**src/common/ext_bus_pkg.sv**
```systemverilog
`default_nettype none
package ext_bus_pkg;
  // ===========================================================
  // register byte offsets
  localparam logic [7:0] RTCS_OFF  = 8'h00;
  localparam logic [7:0] RCNT_OFF  = 8'h04;
  localparam logic [7:0] RCOR_OFF  = 8'h08;
  localparam logic [7:0] SDC_OFF   = 8'h0c;
  localparam logic [7:0] AWC_OFF   = 8'h10;
  localparam logic [7:0] AADR_OFF  = 8'h14;
  localparam logic [7:0] AWDAT_OFF = 8'h18;
  localparam logic [7:0] ACMD_OFF  = 8'h1c;
  localparam logic [7:0] ASTAT_OFF = 8'h20;
  localparam logic [7:0] ARDAT_OFF = 8'h24;
  // ===========================================================
  // field positions
  localparam int CMF_BIT   = 7;
  localparam int CKS_LSB   = 3;
  localparam int RRC_LSB   = 0;
  localparam int RFEN_BIT  = 11;
  localparam int WRD_LSB   = 0;
  localparam int WWR_LSB   = 4;
  localparam int WM_BIT    = 8;
  localparam int SPLIT_BIT = 9;
  localparam int W16_BIT   = 10;
  localparam int CMD_WR    = 2;
  localparam logic [15:0] WR_KEY   = 16'ha55a;
  localparam logic [31:0] RST_ZERO = 32'h0000_0000;
  // ===========================================================
  // bus clock is aclk over two; refresh prescaler counts bus clocks
  localparam int BUS_DIV = 2;
  localparam int PRE_W   = 12;
  localparam logic [1:0] RESP_OK  = 2'b00;
  localparam logic [1:0] RESP_ERR = 2'b10;
  typedef enum logic [2:0] {
    ST_IDLE, ST_T1, ST_TW, ST_T2, ST_TNOP
  } bus_st_e;
endpackage : ext_bus_pkg
`default_nettype wire

```
**src/design/ext_bus_ctrl.sv**
```systemverilog
// Functional notes
// - match starts 1/2/4/6/8 back-to-back refreshes
// - 8-bit counter on selected clock, clears on match
// - counter wraps from 255 to zero
// - count/constant writes need key in top half
// - match sets flag and clears counter
// - enabled match raises refresh request until done
// - new match replaces any unserviced request
// - upper bits read zero, registers reset zero
// - endian caught from strap pin after reset
// - external width 8 or 16 bits
// - wide access split into narrow bus cycles
// - 16-bit big endian lanes and halfword order
// - 16-bit little endian lanes and halfword order
// - 8-bit: low lane, ascending byte order
// - no-wait access takes two bus clocks
// - start strobe low for one bus clock
// - reads fetch full width; writes strobe bytes
// - direction output high while idle
// - idle check cycle between beats unless masked
// - programmed wait cycles, optional read/write split
// - wait sampled at falling edge before T2
// - clock select stops or divides refresh counter clock
// - refresh enable gates refresh requests
// - flag clears by zero write after read
`default_nettype none
module ext_bus_ctrl
  import ext_bus_pkg::*;
#(
  parameter int ADDR_W = 26
) (
  input  wire logic              aclk,
  input  wire logic              aresetn,
  input  wire logic              ce,
  input  wire logic [7:0]        s_awaddr,
  input  wire logic              s_awvalid,
  output logic                   s_awready,
  input  wire logic [31:0]       s_wdata,
  input  wire logic [3:0]        s_wstrb,
  input  wire logic              s_wvalid,
  output logic                   s_wready,
  output logic [1:0]             s_bresp,
  output logic                   s_bvalid,
  input  wire logic              s_bready,
  input  wire logic [7:0]        s_araddr,
  input  wire logic              s_arvalid,
  output logic                   s_arready,
  output logic [31:0]            s_rdata,
  output logic [1:0]             s_rresp,
  output logic                   s_rvalid,
  input  wire logic              s_rready,
  input  wire logic              endian_select_pin,
  input  wire logic              wait_n,
  input  wire logic              refresh_done,
  output logic                   refresh_req,
  output logic                   bus_clock_output,
  output logic [ADDR_W-1:0]      ext_addr,
  output logic [15:0]            ext_dout,
  input  wire logic [15:0]       ext_din,
  output logic                   ext_doe_n,
  output logic                   cs_n,
  output logic                   rd_n,
  output logic                   rd_wr,
  output logic [1:0]             byte_write_strobe_n,
  output logic                   bus_cycle_start_strobe_n
);
  // ===========================================================
  // register bus slave
  logic        aw_q, b_q, ar_q, r_q;
  logic [1:0]  bresp_q, rresp_q;
  logic [31:0] rdata_q;
  wire         wr_go = s_awvalid & s_wvalid & aw_q;
  wire         rd_go = s_arvalid & ar_q;
  wire [31:0]  wmask = {{8{s_wstrb[3]}}, {8{s_wstrb[2]}},
                        {8{s_wstrb[1]}}, {8{s_wstrb[0]}}};
  wire         key_ok = (s_wdata[31:16] == WR_KEY) & (&s_wstrb[3:2]);
  wire wr_rtcs = wr_go & (s_awaddr == RTCS_OFF);
  wire wr_cnt  = wr_go & (s_awaddr == RCNT_OFF);
  wire wr_cor  = wr_go & (s_awaddr == RCOR_OFF);
  wire wr_sdc  = wr_go & (s_awaddr == SDC_OFF);
  wire wr_awc  = wr_go & (s_awaddr == AWC_OFF);
  wire wr_aadr = wr_go & (s_awaddr == AADR_OFF);
  wire wr_awd  = wr_go & (s_awaddr == AWDAT_OFF);
  wire wr_cmd  = wr_go & (s_awaddr == ACMD_OFF) & s_wstrb[0];
  wire wr_hit  = wr_rtcs | wr_cnt | wr_cor | wr_sdc | wr_awc | wr_aadr | wr_awd
                 | (wr_go & (s_awaddr == ACMD_OFF));

  always_ff @(posedge aclk) begin
    if (!aresetn) begin
      aw_q    <= 1'b0;
      b_q     <= 1'b0;
      bresp_q <= RESP_OK;
    end else if (ce) begin
      aw_q <= s_awvalid & s_wvalid & ~aw_q & ~b_q;
      if (wr_go) begin
        b_q     <= 1'b1;
        bresp_q <= wr_hit ? RESP_OK : RESP_ERR;
      end else if (s_bready) begin
        b_q <= 1'b0;
      end
    end
  end

  // ===========================================================
  // refresh timer registers
  logic [7:0]  cnt_q, cor_q;
  logic        cmf_q, cmf_seen_q, rfen_q;
  logic [2:0]  cks_q, rrc_q;
  logic [3:0]  rrem_q;
  logic [PRE_W-1:0] pre_q;
  logic        ph_q;
  wire         tick = ph_q;
  wire [31:0]  rtcs_rd = {24'h0, cmf_q, 1'b0, cks_q, rrc_q};
  wire [31:0]  rtcs_new = (rtcs_rd & ~wmask) | (s_wdata & wmask);
  logic [PRE_W-1:0] div_m;
  always_comb begin
    case (cks_q)
      3'd1:    div_m = 12'h003;
      3'd2:    div_m = 12'h00f;
      3'd3:    div_m = 12'h03f;
      3'd4:    div_m = 12'h0ff;
      3'd5:    div_m = 12'h3ff;
      3'd6:    div_m = 12'h7ff;
      default: div_m = 12'hfff;
    endcase
  end
  wire inc   = tick & (cks_q != 3'd0) & ((pre_q & div_m) == div_m);
  wire match = inc & (cnt_q == cor_q);
  logic [3:0] burst_n;
  always_comb begin
    case (rrc_q)
      3'd1:    burst_n = 4'd2;
      3'd2:    burst_n = 4'd4;
      3'd3:    burst_n = 4'd6;
      3'd4:    burst_n = 4'd8;
      default: burst_n = 4'd1; // reserved codes fall back to one
    endcase
  end
  wire rd_rtcs = rd_go & (s_araddr == RTCS_OFF);
  wire cmf_clr = wr_rtcs & key_ok & cmf_seen_q & ~rtcs_new[CMF_BIT];

  always_ff @(posedge aclk) begin
    if (!aresetn) begin
      ph_q  <= 1'b0;
      pre_q <= '0;
    end else if (ce) begin
      ph_q <= ~ph_q;
      if (tick) pre_q <= pre_q + 1'b1;
    end
  end

  always_ff @(posedge aclk) begin
    if (!aresetn) begin
      cnt_q <= RST_ZERO[7:0];
      cor_q <= RST_ZERO[7:0];
    end else if (ce) begin
      if (wr_cnt && key_ok) cnt_q <= s_wdata[7:0];
      else if (match) cnt_q <= 8'h00;
      else if (inc) cnt_q <= cnt_q + 8'h01;
      if (wr_cor && key_ok) cor_q <= s_wdata[7:0];
    end
  end

  always_ff @(posedge aclk) begin
    if (!aresetn) begin
      cmf_q      <= 1'b0;
      cmf_seen_q <= 1'b0;
      cks_q      <= RST_ZERO[2:0];
      rrc_q      <= RST_ZERO[2:0];
      rfen_q     <= 1'b0;
    end else if (ce) begin
      if (match) cmf_q <= 1'b1; // set beats a same-cycle clear
      else if (cmf_clr) cmf_q <= 1'b0;
      if (rd_rtcs) cmf_seen_q <= cmf_q;
      else if (cmf_clr) cmf_seen_q <= 1'b0;
      if (wr_rtcs && key_ok) begin
        cks_q <= rtcs_new[CKS_LSB +: 3];
        rrc_q <= rtcs_new[RRC_LSB +: 3];
      end
      if (wr_sdc && s_wstrb[1]) rfen_q <= s_wdata[RFEN_BIT];
    end
  end

  // refresh request stays until the sequencer has done the burst
  wire [3:0] rrem_d = !rfen_q ? 4'd0
                    : match ? burst_n
                    : (refresh_done && rrem_q != 4'd0) ? rrem_q - 4'd1 : rrem_q;
  always_ff @(posedge aclk) begin
    if (!aresetn) begin
      rrem_q      <= 4'd0;
      refresh_req <= 1'b0;
    end else if (ce) begin
      rrem_q      <= rrem_d;
      refresh_req <= |rrem_d;
    end
  end

  // ===========================================================
  // access configuration and strap
  logic [10:0] awc_q;
  logic [ADDR_W-1:0] aadr_q;
  logic [31:0] awd_q, ard_q;
  logic        little_q, strap_q;
  logic [1:0]  size_q;
  logic        wr_q, pend_q;
  wire         w16 = awc_q[W16_BIT];
  wire         wm  = awc_q[WM_BIT];
  wire [3:0]   wset = (wr_q && awc_q[SPLIT_BIT]) ? awc_q[WWR_LSB +: 4]
                                                 : awc_q[WRD_LSB +: 4];

  always_ff @(posedge aclk) begin
    if (!aresetn) begin
      strap_q  <= 1'b0;
      little_q <= 1'b0;
    end else if (ce && !strap_q) begin
      strap_q  <= 1'b1;
      little_q <= endian_select_pin;
    end
  end

  always_ff @(posedge aclk) begin
    if (!aresetn) begin
      awc_q  <= RST_ZERO[10:0];
      aadr_q <= '0;
      awd_q  <= RST_ZERO;
    end else if (ce) begin
      if (wr_awc) awc_q <= 11'((s_wdata & wmask) | ({21'h0, awc_q} & ~wmask));
      if (wr_aadr) aadr_q <= ADDR_W'(s_wdata);
      if (wr_awd) awd_q <= (awd_q & ~wmask) | (s_wdata & wmask);
    end
  end

  // ===========================================================
  // beat datapath
  bus_st_e     st_q;
  logic [1:0]  beat_q;
  logic [3:0]  wcnt_q;
  logic        wseen_q;
  wire [2:0]   nbeats = w16 ? ((size_q == 2'd2) ? 3'd2 : 3'd1)
                            : (3'd1 << size_q);
  wire         last = ({1'b0, beat_q} == nbeats - 3'd1);
  // idle starts from beat zero, whatever the last command left behind
  wire [1:0]   nb_sel = (st_q == ST_IDLE) ? 2'd0
                      : (st_q == ST_T2) ? beat_q + 2'd1 : beat_q;
  // element index walks down for big endian, up for little
  wire [1:0]   el_d = little_q ? nb_sel : 2'(nbeats - 3'd1 - {1'b0, nb_sel});
  wire [1:0]   el_r = little_q ? beat_q : 2'(nbeats - 3'd1 - {1'b0, beat_q});
  wire [4:0]   sh_d = w16 ? {el_d[0], 4'h0} : {el_d, 3'h0};
  wire [4:0]   sh_r = w16 ? {el_r[0], 4'h0} : {el_r, 3'h0};
  wire [31:0]  wsh = awd_q >> sh_d;
  wire [ADDR_W-1:0] badr = aadr_q + (w16 ? ADDR_W'({nb_sel, 1'b0})
                                         : ADDR_W'(nb_sel));
  wire         up = w16 & (size_q == 2'd0) & (aadr_q[0] == little_q);
  wire [15:0]  dlane = !w16 ? {8'h00, wsh[7:0]}
                     : (size_q != 2'd0) ? wsh[15:0]
                     : up ? {wsh[7:0], 8'h00} : {8'h00, wsh[7:0]};
  wire [1:0]   strb_n = !w16 ? 2'b10 : (size_q != 2'd0) ? 2'b00
                      : up ? 2'b01 : 2'b10;
  wire [15:0]  rpiece = !w16 ? {8'h00, ext_din[7:0]}
                      : (size_q != 2'd0) ? ext_din
                      : up ? {8'h00, ext_din[15:8]} : {8'h00, ext_din[7:0]};
  wire         samp = ~ph_q & ~wm & (wcnt_q == 4'd0)
                      & ((st_q == ST_T1) || (st_q == ST_TW));

  // ===========================================================
  // bus cycle sequencer, advances once per bus clock
  always_ff @(posedge aclk) begin
    if (!aresetn) begin
      pend_q <= 1'b0;
      size_q <= 2'd0;
      wr_q   <= 1'b0;
    end else if (ce) begin
      if (wr_cmd && !pend_q && st_q == ST_IDLE) begin
        pend_q <= 1'b1;
        size_q <= (s_wdata[1:0] == 2'd3) ? 2'd2 : s_wdata[1:0];
        wr_q   <= s_wdata[CMD_WR];
      end else if (tick && st_q == ST_IDLE) begin
        pend_q <= 1'b0;
      end
    end
  end

  always_ff @(posedge aclk) begin
    if (!aresetn) begin
      wseen_q <= 1'b0;
    end else if (ce && !ph_q) begin
      wseen_q <= samp & ~wait_n;
    end
  end

  wire start_beat = tick & (((st_q == ST_IDLE) & pend_q) | (st_q == ST_TNOP)
                    | ((st_q == ST_T2) & ~last & wm));
  always_ff @(posedge aclk) begin
    if (!aresetn) begin
      st_q   <= ST_IDLE;
      beat_q <= 2'd0;
      wcnt_q <= 4'd0;
      ard_q  <= RST_ZERO;
    end else if (ce && tick) begin
      case (st_q)
        ST_IDLE: if (pend_q) begin
          st_q   <= ST_T1;
          beat_q <= 2'd0;
          wcnt_q <= wset;
          if (!wr_q) ard_q <= RST_ZERO;
        end
        ST_T1, ST_TW: begin
          if (wcnt_q != 4'd0) begin
            st_q   <= ST_TW;
            wcnt_q <= wcnt_q - 4'd1;
          end else if (wseen_q) st_q <= ST_TW;
          else st_q <= ST_T2;
        end
        ST_T2: begin
          if (!wr_q) ard_q <= ard_q | ({16'h0, rpiece} << sh_r);
          beat_q <= beat_q + 2'd1;
          wcnt_q <= wset;
          if (last) st_q <= ST_IDLE;
          else if (!wm) st_q <= ST_TNOP;
          else st_q <= ST_T1;
        end
        ST_TNOP: st_q <= ST_T1;
        default: st_q <= ST_IDLE;
      endcase
    end
  end

  // ===========================================================
  // external pins, all registered
  always_ff @(posedge aclk) begin
    if (!aresetn) begin
      bus_clock_output         <= 1'b0;
      ext_addr                 <= '0;
      ext_dout                 <= 16'h0000;
      ext_doe_n                <= 1'b1;
      cs_n                     <= 1'b1;
      rd_n                     <= 1'b1;
      rd_wr                    <= 1'b1;
      byte_write_strobe_n      <= 2'b11;
      bus_cycle_start_strobe_n <= 1'b1;
    end else if (ce) begin
      bus_clock_output <= ph_q;
      if (start_beat) begin
        ext_addr                 <= badr;
        ext_dout                 <= dlane;
        ext_doe_n                <= ~wr_q;
        cs_n                     <= 1'b0;
        rd_n                     <= wr_q;
        rd_wr                    <= ~wr_q;
        byte_write_strobe_n      <= wr_q ? strb_n : 2'b11;
        bus_cycle_start_strobe_n <= 1'b0;
      end else if (tick) begin
        bus_cycle_start_strobe_n <= 1'b1;
        if (st_q == ST_T2) begin
          ext_doe_n           <= 1'b1;
          cs_n                <= 1'b1;
          rd_n                <= 1'b1;
          rd_wr               <= 1'b1;
          byte_write_strobe_n <= 2'b11;
        end
      end
    end
  end

  // ===========================================================
  // read side of the register bus
  wire [31:0] stat = {29'h0, little_q, pend_q, (st_q != ST_IDLE) | pend_q};
  wire [31:0] rmux = (s_araddr == RTCS_OFF)  ? rtcs_rd
                   : (s_araddr == RCNT_OFF)  ? {24'h0, cnt_q}
                   : (s_araddr == RCOR_OFF)  ? {24'h0, cor_q}
                   : (s_araddr == SDC_OFF)   ? {20'h0, rfen_q, 11'h0}
                   : (s_araddr == AWC_OFF)   ? {21'h0, awc_q}
                   : (s_araddr == AADR_OFF)  ? 32'(aadr_q)
                   : (s_araddr == AWDAT_OFF) ? awd_q
                   : (s_araddr == ASTAT_OFF) ? stat
                   : (s_araddr == ARDAT_OFF) ? ard_q : 32'h0000_0000;
  wire rd_hit = (s_araddr <= ARDAT_OFF) & (s_araddr[1:0] == 2'b00)
                & (s_araddr != ACMD_OFF);
  always_ff @(posedge aclk) begin
    if (!aresetn) begin
      ar_q    <= 1'b0;
      r_q     <= 1'b0;
      rdata_q <= RST_ZERO;
      rresp_q <= RESP_OK;
    end else if (ce) begin
      ar_q <= s_arvalid & ~ar_q & ~r_q;
      if (rd_go) begin
        r_q     <= 1'b1;
        rdata_q <= rd_hit ? rmux : 32'h0000_0000;
        rresp_q <= rd_hit ? RESP_OK : RESP_ERR;
      end else if (s_rready) begin
        r_q <= 1'b0;
      end
    end
  end
  assign s_awready = aw_q;
  assign s_wready  = aw_q;
  assign s_bvalid  = b_q;
  assign s_bresp   = bresp_q;
  assign s_arready = ar_q;
  assign s_rvalid  = r_q;
  assign s_rdata   = rdata_q;
  assign s_rresp   = rresp_q;

  // ===========================================================
  // checks
  property p_bs_pulse;
    @(posedge aclk) disable iff (!aresetn)
      (ce && $fell(bus_cycle_start_strobe_n)) |=> ce |-> !bus_cycle_start_strobe_n
        ##1 bus_cycle_start_strobe_n;
  endproperty
  a_bs_pulse: assert property (p_bs_pulse) else $error("start strobe width");
  property p_idle_dir;
    @(posedge aclk) disable iff (!aresetn) (st_q == ST_IDLE && ph_q) |-> rd_wr;
  endproperty
  a_idle_dir: assert property (p_idle_dir) else $error("direction low in idle");
  property p_match_clr;
    @(posedge aclk) disable iff (!aresetn)
      (ce && match && !wr_cnt) |=> (cnt_q == 8'h00) && cmf_q;
  endproperty
  a_match_clr: assert property (p_match_clr) else $error("match did not clear");
  property p_wrap;
    @(posedge aclk) disable iff (!aresetn)
      (ce && inc && cnt_q == 8'hff && cor_q != 8'hff && !wr_cnt) |=> cnt_q == 8'h00;
  endproperty
  a_wrap: assert property (p_wrap) else $error("counter did not wrap");
  property p_key;
    @(posedge aclk) disable iff (!aresetn)
      (ce && wr_cor && !key_ok) |=> $stable(cor_q);
  endproperty
  a_key: assert property (p_key) else $error("unkeyed write applied");
  property p_req;
    @(posedge aclk) disable iff (!aresetn)
      (ce && match && rfen_q) |=> refresh_req && rrem_q == burst_n;
  endproperty
  a_req: assert property (p_req) else $error("refresh request missing");
  property p_two_cyc;
    @(posedge aclk) disable iff (!aresetn)
      (ce && tick && st_q == ST_T1 && wcnt_q == 4'd0 && !wseen_q)
        |=> st_q == ST_T2;
  endproperty
  a_two_cyc: assert property (p_two_cyc) else $error("no-wait access too long");
  property p_tnop;
    @(posedge aclk) disable iff (!aresetn)
      (ce && tick && st_q == ST_T2 && !last && !wm) |=> st_q == ST_TNOP;
  endproperty
  a_tnop: assert property (p_tnop) else $error("idle check cycle missing");
  property p_wait_hold;
    @(posedge aclk) disable iff (!aresetn)
      (st_q == ST_TW) |-> !cs_n && $stable(ext_addr);
  endproperty
  a_wait_hold: assert property (p_wait_hold) else $error("wait cycle dropped strobe");
endmodule : ext_bus_ctrl
`default_nettype wire

```
**config.mk**
```make
export PLATFORM = sky130hd
export DESIGN_NAME = ext_bus_ctrl
export DESIGN_NICKNAME = d
export VERILOG_FILES = /design/src/common/ext_bus_pkg.sv /design/src/design/ext_bus_ctrl.sv
export SDC_FILE = /design/constraint.sdc
export NUM_CORES = 1
export LEC_CHECK = 0
export ABC_AREA = 1
export BUFFER_PORTS_ARGS = -buffer_cell sky130_fd_sc_hd__buf_2
export CAP_MARGIN = 20
export CORE_ASPECT_RATIO = 1.1
export CORE_MARGIN = 10
export CORE_UTILIZATION = 63
export CTS_BUF_LIST = sky130_fd_sc_hd__clkbuf_8 sky130_fd_sc_hd__clkbuf_16
export DETAILED_ROUTE_END_ITERATION = 6
export GPL_ROUTABILITY_DRIVEN = 0
export HOLD_SLACK_MARGIN = 0.1
export PLACE_DENSITY = 0.89
export SETUP_SLACK_MARGIN = 0.15
export SYNTH_ARGS = -nofsm -noshare
export SYNTH_HDL_FRONTEND = slang
export SYNTH_SLANG_ARGS = --single-unit
```
**constraint.sdc**
```tcl
create_clock -name aclk -period 8.4 [get_ports aclk]
set_clock_uncertainty 0.1 [all_clocks]
set_input_delay 2.52 -clock aclk [delete_from_list [all_inputs] [get_ports aclk]]
set_output_delay 2.52 -clock aclk [all_outputs]
set_load 0.01 [all_outputs]
```
* Word-level counts from Yosys, hierarchy flattened *
Index checks and enable logic that the tools add are counted.

storage, ports and cells
  bits of input ports = 79
  register bits after elaboration = 249
  bits in writable memories = 0
  logic and storage cells = 297
  bits in latches = 0
  memory bits (read-only) = 0
  output and inout port bits = 92
  memories = 0

operators by class
  reduce and logical (&&, ||, !) cells = 63
  multiply operators = 0
  div/mod/pow operators = 0
  magnitude comparators = 1
  multiplexer cells = 75
  bitwise operators = 66
  equal/unequal tests = 41
  shift operators = 3
  add/subtract/negate cells = 9

operators by type and width
  kind                                            number
  two-way mux 32 bit                              13
  two-way mux 16 bit                              5
  one-hot mux 12 bit (6 select lines)             1
  bitwise AND 32 bit                              2
  OR 32 bit                                       2
  one-hot mux 32 bit (2 select lines)             1
  == test 8 x 5 -> 1 bit (second input constant)  7
  AND reduction 2 bit                             20
  bitwise AND 1 bit                               36
  == test 8 x 4 -> 1 bit (second input constant)  4
  two-way mux 2 bit                               16
  two-way mux 8 bit                               4
  NOT 32 bit                                      1
  << shifter 16 x 5 -> 32 bit                     1
  right shift 32 x 5 -> 16 bit                    1
  adder 26 x 3 -> 26 bit                          1
  two-way mux 4 bit                               6
  == test 3 x 2 -> 1 bit (second input constant)  6
  two-way mux 1 bit                               18
  nonzero test 2 bit                              9
  == test 16 bit (second input constant)          1
  == test 8 x 3 -> 1 bit (second input constant)  2
  == test 8 x 6 -> 1 bit (second input constant)  2
  logical NOT 8 bit                               2
  other kinds (43)                                97

* Longest topological paths before layout *
Gate-level depths: netlist of the first run.

  word-level depth = 12
  mapped depth = 22
  gate-level depth less buffers = 22

* Least setup slack after synthesis of the first run *
Ideal clock, no wire load.

  path kind = input port to flip-flop
  start = input ce
  end = register pre_q[10]
  data arrival time = 3.670 ns
  cell stages on the path = 11
  setup time = 0.119 ns
  buffers on the path = 2
  slack = 4.511 ns
  required time = 8.181 ns
  cell sequence = buf_2 > nand2_1 > clkbuf_1 > nor3_1 > inv_1 > nor2_1 > inv_1 > nor2_1 > nand2_1 > o21ai_0 > a21oi_1

on the way
  word-level cells in the longest chain between the ends = 1

RTL lines
  item                                  RTL line             RTL
  from (decl)                           ext_bus_ctrl.sv:34   input wire logic ce,
  AND reduction 2 bit (no source line)  n/a
  to (signal assigned)                  ext_bus_ctrl.sv:148  if (tick) pre_q <= pre_q + 1'b1;
  to (decl)                             ext_bus_ctrl.sv:110  logic [PRE_W-1:0] pre_q;

Every way passes these cells.
A chain may end at the register's enable or synchronous reset.

* Worst setup path in the final report of the first run *
  start = input ce
  end = register ard_q[19]

on the way
  word-level cells in the longest chain between the ends = 2

RTL lines
  item                                  RTL line             RTL
  logical AND 1 bit                     ext_bus_ctrl.sv:299  end else if (ce && tick) begin
  AND reduction 5 bit (no source line)  n/a
  to (signal assigned)                  ext_bus_ctrl.sv:315  if (!wr_q) ard_q <= ard_q | ({16'h0, rpiece} << sh_r);
  to (decl)                             ext_bus_ctrl.sv:202  logic [31:0] awd_q, ard_q;

Every way passes these cells.

==> out/qor.yml, run 1 <==
global_route:
  grt_pass1_wl_mm: 64.32
  overflow: 0
  antenna_found_initial: 0
  grt_pass1_vias: 12620
  track_usage: 0.2963
  grt_max_degree: 79
cells_and_area:
  multi_input_area_sq_mm: 0.006402
  nets: 2051
  seq_area_sq_mm: 0.004945
  stdcell_area_sq_mm: 0.01436
  fill_cells: 1573
  final_layout_size_suffix_gt1_frac: 0.1416
  area_growth_syn_to_layout_pct: 13.84
  num_antenna_cells: 0
sta:
  rsz0062_at_grt: "no"
  finalMaxSlewViolations: 0
  period_needed_ns: 4.692
  hold-worst-slack_ns: 0.3585
  setup_viol: 0
  finalSetupTns_ns: 0
  hold_viol: 0
  setup_slack_ns: 3.708
  slew_headroom: 0.2762
  worstMarginPinSlew_ns: 1.083
  max_freq_mhz: 213.1
  finalCritPeriodShare: 0.5585
logic_synthesis:
  synth-main-ff-cell: "dfxtp_1"
  ys_seq_area_frac: 0.3921
  yosys.area.top_type: "dfxtp_1"
  syn-cell-area_sq_mm: 0.01261
  synth.avg_cell_area_sq_um: 6.860
  async_flop_share: 0
  yosysMostFrequentCell: "nand2_1"
  syn_inst: 1838
  synth_top_area_share: 0.3921
  synth-edff-count: 0
  synthTopCellsByCount: "nand2_1 (378), dfxtp_1 (247), a21oi_1 (220), inv_1 (214), o21ai_0 (174)"
  ys_ff_latch: 247
  yosysWarningCount: 0
  synth.distinct_cells: 50
  synthTopCellsByArea: "dfxtp_1 (39%), nand2_1 (11%), a21oi_1 (8.7%)"
pwr:
  pwr_density_cell_mw_per_mm2: 175.6
  ir_worst_vdd_mv: 0.1569
  p_leak_nw: 6.220
placed_design:
  pre_cts_slack_ns: 3.255
  dp_hpwl_mm: 30.06
  place_area_sq_mm: 0.01341
  port_buffers: 168
floorplan:
  start_util: 0.6391
  ios: 171
  dieArea_sq_mm: 0.02608
  core_area_sq_mm: 0.01973
  die_x_microns: 154.9
  fp-row-count: 54
  die_y_microns: 168.4
routing:
  wirelength_mm: 40.87
  vias: 13480
  first_pass_iters: 7
  ant_nets: 0
  drt_iter0_markers: 1716
  drc_errors: 0
  via_per_inst: 6.043
  wire_per_inst_microns: 18.33
min_path:
  hold_end: "ard_q[27]"
  hp-class: "reg2reg"
  hold_depth: 2
  min_from: "ard_q[27]"
clock_tree:
  cts_root_buf: "clkbuf_16"
  postCtsHoldBufs: 0
  clk_pin_slew_ns: 0.06
  clk_path_buf_depth: 3
  cts_resized: 0
  htree_levels: 1
  cts_tree: "built"
  cts_sinks: 247
  cts_buffers: 25
  worst_skew_pair.late_latency_ns: 0.53
  cts_post_setup_buffers_inserted: 0
setup_path:
  r2r_cells: 14
  arrival_ns: 5.04
  regToRegEndpoint: "ext_addr[24]"
  cp.required_ns: 8.75
  worst-r2r-setup-slack_ns: 4.17
  cp-start-kind: "primary input"
  critPathCaptureType: "flip-flop"
  worstSetupPathType: "in2reg"
  crit_fanout: 25
status:
  status: "completed"
run:
  maxCapViolations: 0
[worst max path at each step]
stage | from | end | slack (ns) | cells after the start
finish | ce | ard_q[19] | 3.71 | 9
global route | ce | ard_q[30] | 3.49 | 9
CTS | ce | ard_q[2] | 3.73 | 8
detailed placement | ce | ard_q[0] | 3.26 | 8
global placement | ce | ard_q[7] | 3.42 | 8
floorplan | ce | pre_q[10] | 4.51 | 11
[layout by cell type, fill, tap and decap left out, types with 22 or more instances in the layout]
master	instances
o21ai_0	174
a21oi_1	220
dfxtp_1	247
clkbuf_16	25
nand3_1	119
inv_1	218
nor2_1	145
nand4_1	23
a211oi_1	22
buf_2	168
nand2_1	378
[routing by layer]
layer / global-route usage / up-vias / wire [microns]
li1: - / 6332 / -
met1: 0.3560 / 6076 / 15000
met2: 0.4762 / 880 / 18460
met3: 0.06397 / 187 / 4710
met4: 0.1759 / 0 / 2709
met5: 0 / - / 0
[kinds of logic (layout without fill, tap and decap cells)]
family	after synthesis	after routing	share of synthesized area
multiplexers	7	7	0.005557
AND/OR/NAND/NOR	737	737	0.2554
AO/OA/AOI/OAI	488	488	0.2100
XOR/XNOR	33	33	0.02292
flip-flops	247	247	0.3921
adder cells (fa/ha/maj)	12	12	0.01250
buffers and inverters	313	452	0.1012
other	1	2	0.0002974
[through the flow]
step	utilization	power (W)	cells
floorplan	-	0.001274	1839
global placement	0.6798	0.001319	2183
detailed placement	0.6798	0.001322	2183
CTS	0.7255	0.002509	2228
global route	0.7276	0.002576	2230
finish	0.7276	0.002520	2230
[power breakdown]
part	switching, W	internal (W)
logic	0.0000860	0.0000353
clock network	0.000477	0.000740
registers	0.00000490	0.00118
total	0.000568	0.00195
[area by class of cell]
type / count / area share
Sequential cell: 247 / 0.3445
Clock buffer: 30 / 0.04837
Inverter: 232 / 0.06066
Timing Repair Buffer: 175 / 0.06415
Clock inverter: 15 / 0.01438
Multi-Input combinational cell: 1279 / 0.4460
Tap cell: 252 / 0.02196
[critical path, stage by stage]
cell and delay, ns:
buf_2 0.36, nand2_1 0.34, inv_1 0.25, nand2_1 0.11, inv_2 0.12, nand3_2 0.15
nor2b_1 0.87, nand2_1 0.15, a21oi_1 0.17
(Power assumes the default switching activity.)
==> run 2: changes to the inputs <==
--- a/config.mk
+++ b/config.mk
@@ -10,12 +10,12 @@
 export CAP_MARGIN = 20
 export CORE_ASPECT_RATIO = 1.1
 export CORE_MARGIN = 10
-export CORE_UTILIZATION = 63
+export CORE_UTILIZATION = 53
 export CTS_BUF_LIST = sky130_fd_sc_hd__clkbuf_8 sky130_fd_sc_hd__clkbuf_16
 export DETAILED_ROUTE_END_ITERATION = 6
 export GPL_ROUTABILITY_DRIVEN = 0
 export HOLD_SLACK_MARGIN = 0.1
-export PLACE_DENSITY = 0.89
+export PLACE_DENSITY = 0.8
 export SETUP_SLACK_MARGIN = 0.15
 export SYNTH_ARGS = -nofsm -noshare
 export SYNTH_HDL_FRONTEND = slang
==> constraint.sdc (replaced) <==
create_clock -name aclk -period 4.2 [get_ports aclk]
set_clock_uncertainty 0.1 [all_clocks]
set_input_delay 1.26 -clock aclk [delete_from_list [all_inputs] [get_ports aclk]]
set_output_delay 1.26 -clock aclk [all_outputs]
set_load 0.01 [all_outputs]
==> run 2 against run 1 <==
  * The flow now finishes with violations (DRC)
  * Critical endpoint is now ext_addr[24]
  * First-iteration DRC count down 21%
  * Total power grew 100%
  * Final area increased by 0.67%
  * Largest cell class unchanged
  * Critical path depth rose by 12
  * Global-route usage shrank 3.7 points
  * Register-to-register slack worse by 3.6 ns
  * Sequential power increased by 100%
==> out/qor.yml, run 2 (synthesis gave the netlist of run 1 again) <==
sta:
  finalCritPeriodShare: 0.8600
  setup_viol: 0
  worstMarginPinSlew_ns: 0.8833
  finalSetupTns_ns: 0
  rsz0062_at_grt: "no"
  hold_viol: 0
  max_freq_mhz: 276.8
  period_needed_ns: 3.612
  slew_headroom: 0.4097
  finalMaxSlewViolations: 0
routing:
  first_pass_iters: 7
  vias: 13340
  via_per_inst: 5.814
  wirelength_mm: 42.28
  wire_per_inst_microns: 18.42
  ant_nets: 0
  drc_errors: 3
  drt_iter0_markers: 1352
clock_tree:
  cts_post_setup_buffers_inserted: 0
  cts_sinks: 247
  clk_path_buf_depth: 3
  cts_buffers: 26
  cts_root_buf: "clkbuf_16"
  postCtsHoldBufs: 0
  cts_tree: "built"
  clk_pin_slew_ns: 0.06
  cts_resized: 0
  htree_levels: 1
  worst_skew_pair.late_latency_ns: 0.54
run:
  maxCapViolations: 0
pwr:
  p_leak_nw: 6.256
  pwr_density_cell_mw_per_mm2: 347.9
  ir_worst_vdd_mv: 0.2780
min_path:
  hold_depth: 2
  hold_end: "ard_q[28]"
  min_from: "ard_q[28]"
  hp-class: "reg2reg"
global_route:
  grt_util_met2: 0.4324
  grt.busiest_layer: "met2"
  track_usage: 0.2595
  gr-usage-met3: 0.06199
  grt_pass1_wl_mm: 65.55
  antenna_found_initial: 1
  grt_pass1_vias: 12660
  grt_max_degree: 71
  overflow: 0
  use_met1: 0.3058
setup_path:
  cp_slowest_stage_delay_ns: 0.42
  critPathCaptureType: "flip-flop"
  r2r_cells: 21
  reg2reg_from: "st_q[1]"
  cp.required_ns: 4.58
  arrival_ns: 3.99
  crit_fanout: 5
  worstSetupPathType: "reg2reg"
  cp-start-kind: "flip-flop"
  critPathSlowestCell: "fa_1"
  regToRegEndpoint: "ext_addr[24]"
  crit_chain: "nand2_1, nor2_2, ha_1, nor2_1, inv_1, o21ai_0, inv_1, fa_1, inv_1, nand2_1, nand2_1, nand3_1, inv_1, nand3_2, nor2_1, nand2_1, nand2_1, inv_1, o21ai_1, o211ai_1, inv_1"
  cpMostUsedCell: "inv_1"
  worst-r2r-setup-slack_ns: 0.59
floorplan:
  die_x_microns: 167.1
  core_area_sq_mm: 0.02355
  die_y_microns: 181.8
  start_util: 0.5355
  ios: 171
  dieArea_sq_mm: 0.03037
  fp-row-count: 59
cells_and_area:
  fill_cells: 2161
  nets: 2060
  finish.utilization: 0.6137
  mostFrequentLayoutCells: "nand2_1 (378), dfxtp_1 (247), inv_1 (221), a21oi_1 (220), o21ai_0 (174)"
  final_layout_size_suffix_gt1_frac: 0.1448
  final_common_cell: "nand2_1"
  area_growth_syn_to_layout_pct: 14.61
status:
  violations: "DRC"
  status: "complete, but fails checks"
placed_design:
  dp_hpwl_mm: 31.49
  port_buffers: 168
run 2: cell type report:
class / instances / area (sq um) / area share
antenna: 1 / 2.502 / 0.0001732
clock inverter: 20 / 206.4 / 0.01429
clock buffer: 28 / 689.4 / 0.04771
multi-input combinational: 1279 / 6402 / 0.4430
sequential: 247 / 4945 / 0.3422
tap: 305 / 381.6 / 0.02641
inverter: 232 / 870.8 / 0.06026
timing repair buffer: 183 / 953.4 / 0.06597
run 2: per-layer routing:
layer  wire (microns)  vias up
met5                0        -
met4             2300        0
met3             4562      169
met2            19460      793
met1            15960     6036
li1                 -     6345
run 2: stage by stage:
step	total power [W]	cells	hold WS, ns	instance area, sq um	worst slack (ns)
2_1_floorplan	0.002548	1839	0.3308	12610	1.235
4_1_cts	0.005030	2294	0.3525	14450	0.6349
3_3_place_gp	0.002648	2246	0.3388	13550	0.8093
6_report	0.005028	2295	0.3559	14450	0.5879
5_1_grt	0.005158	2295	0.3826	14450	0.2558
3_5_place_dp	0.002651	2246	0.3433	13550	0.6517
run 2: worst max-delay path, delay by kind of cell (launching register included):
family                   cells  cell delay, ns
AND/OR/NAND/NOR             10            1.29
adder cells (fa/ha/maj)      2            0.72
buffers and inverters        6            0.54
AO/OA/AOI/OAI                3            0.52
flip-flops                   1            0.38
run 2: worst max-delay path by stage:
stage | startpoint | to | slack, ns | cells past startpoint
CTS | st_q[1] | ext_addr[24] | 0.63 | 21
finish | st_q[1] | ext_addr[24] | 0.59 | 21
detailed placement | st_q[0] | ext_addr[24] | 0.65 | 21
floorplan | st_q[0] | ext_addr[24] | 1.24 | 20
global route | st_q[1] | ext_addr[24] | 0.26 | 21
global placement | s_araddr[5] | s_rdata[2] | 0.81 | 12
run 2: power breakdown:
| part | switching [W] | internal [W] |
|---|---|---|
| Clock | 0.000990 | 0.00143 |
| Sequential | 0.0000105 | 0.00235 |
| Combinational | 0.000172 | 0.0000716 |
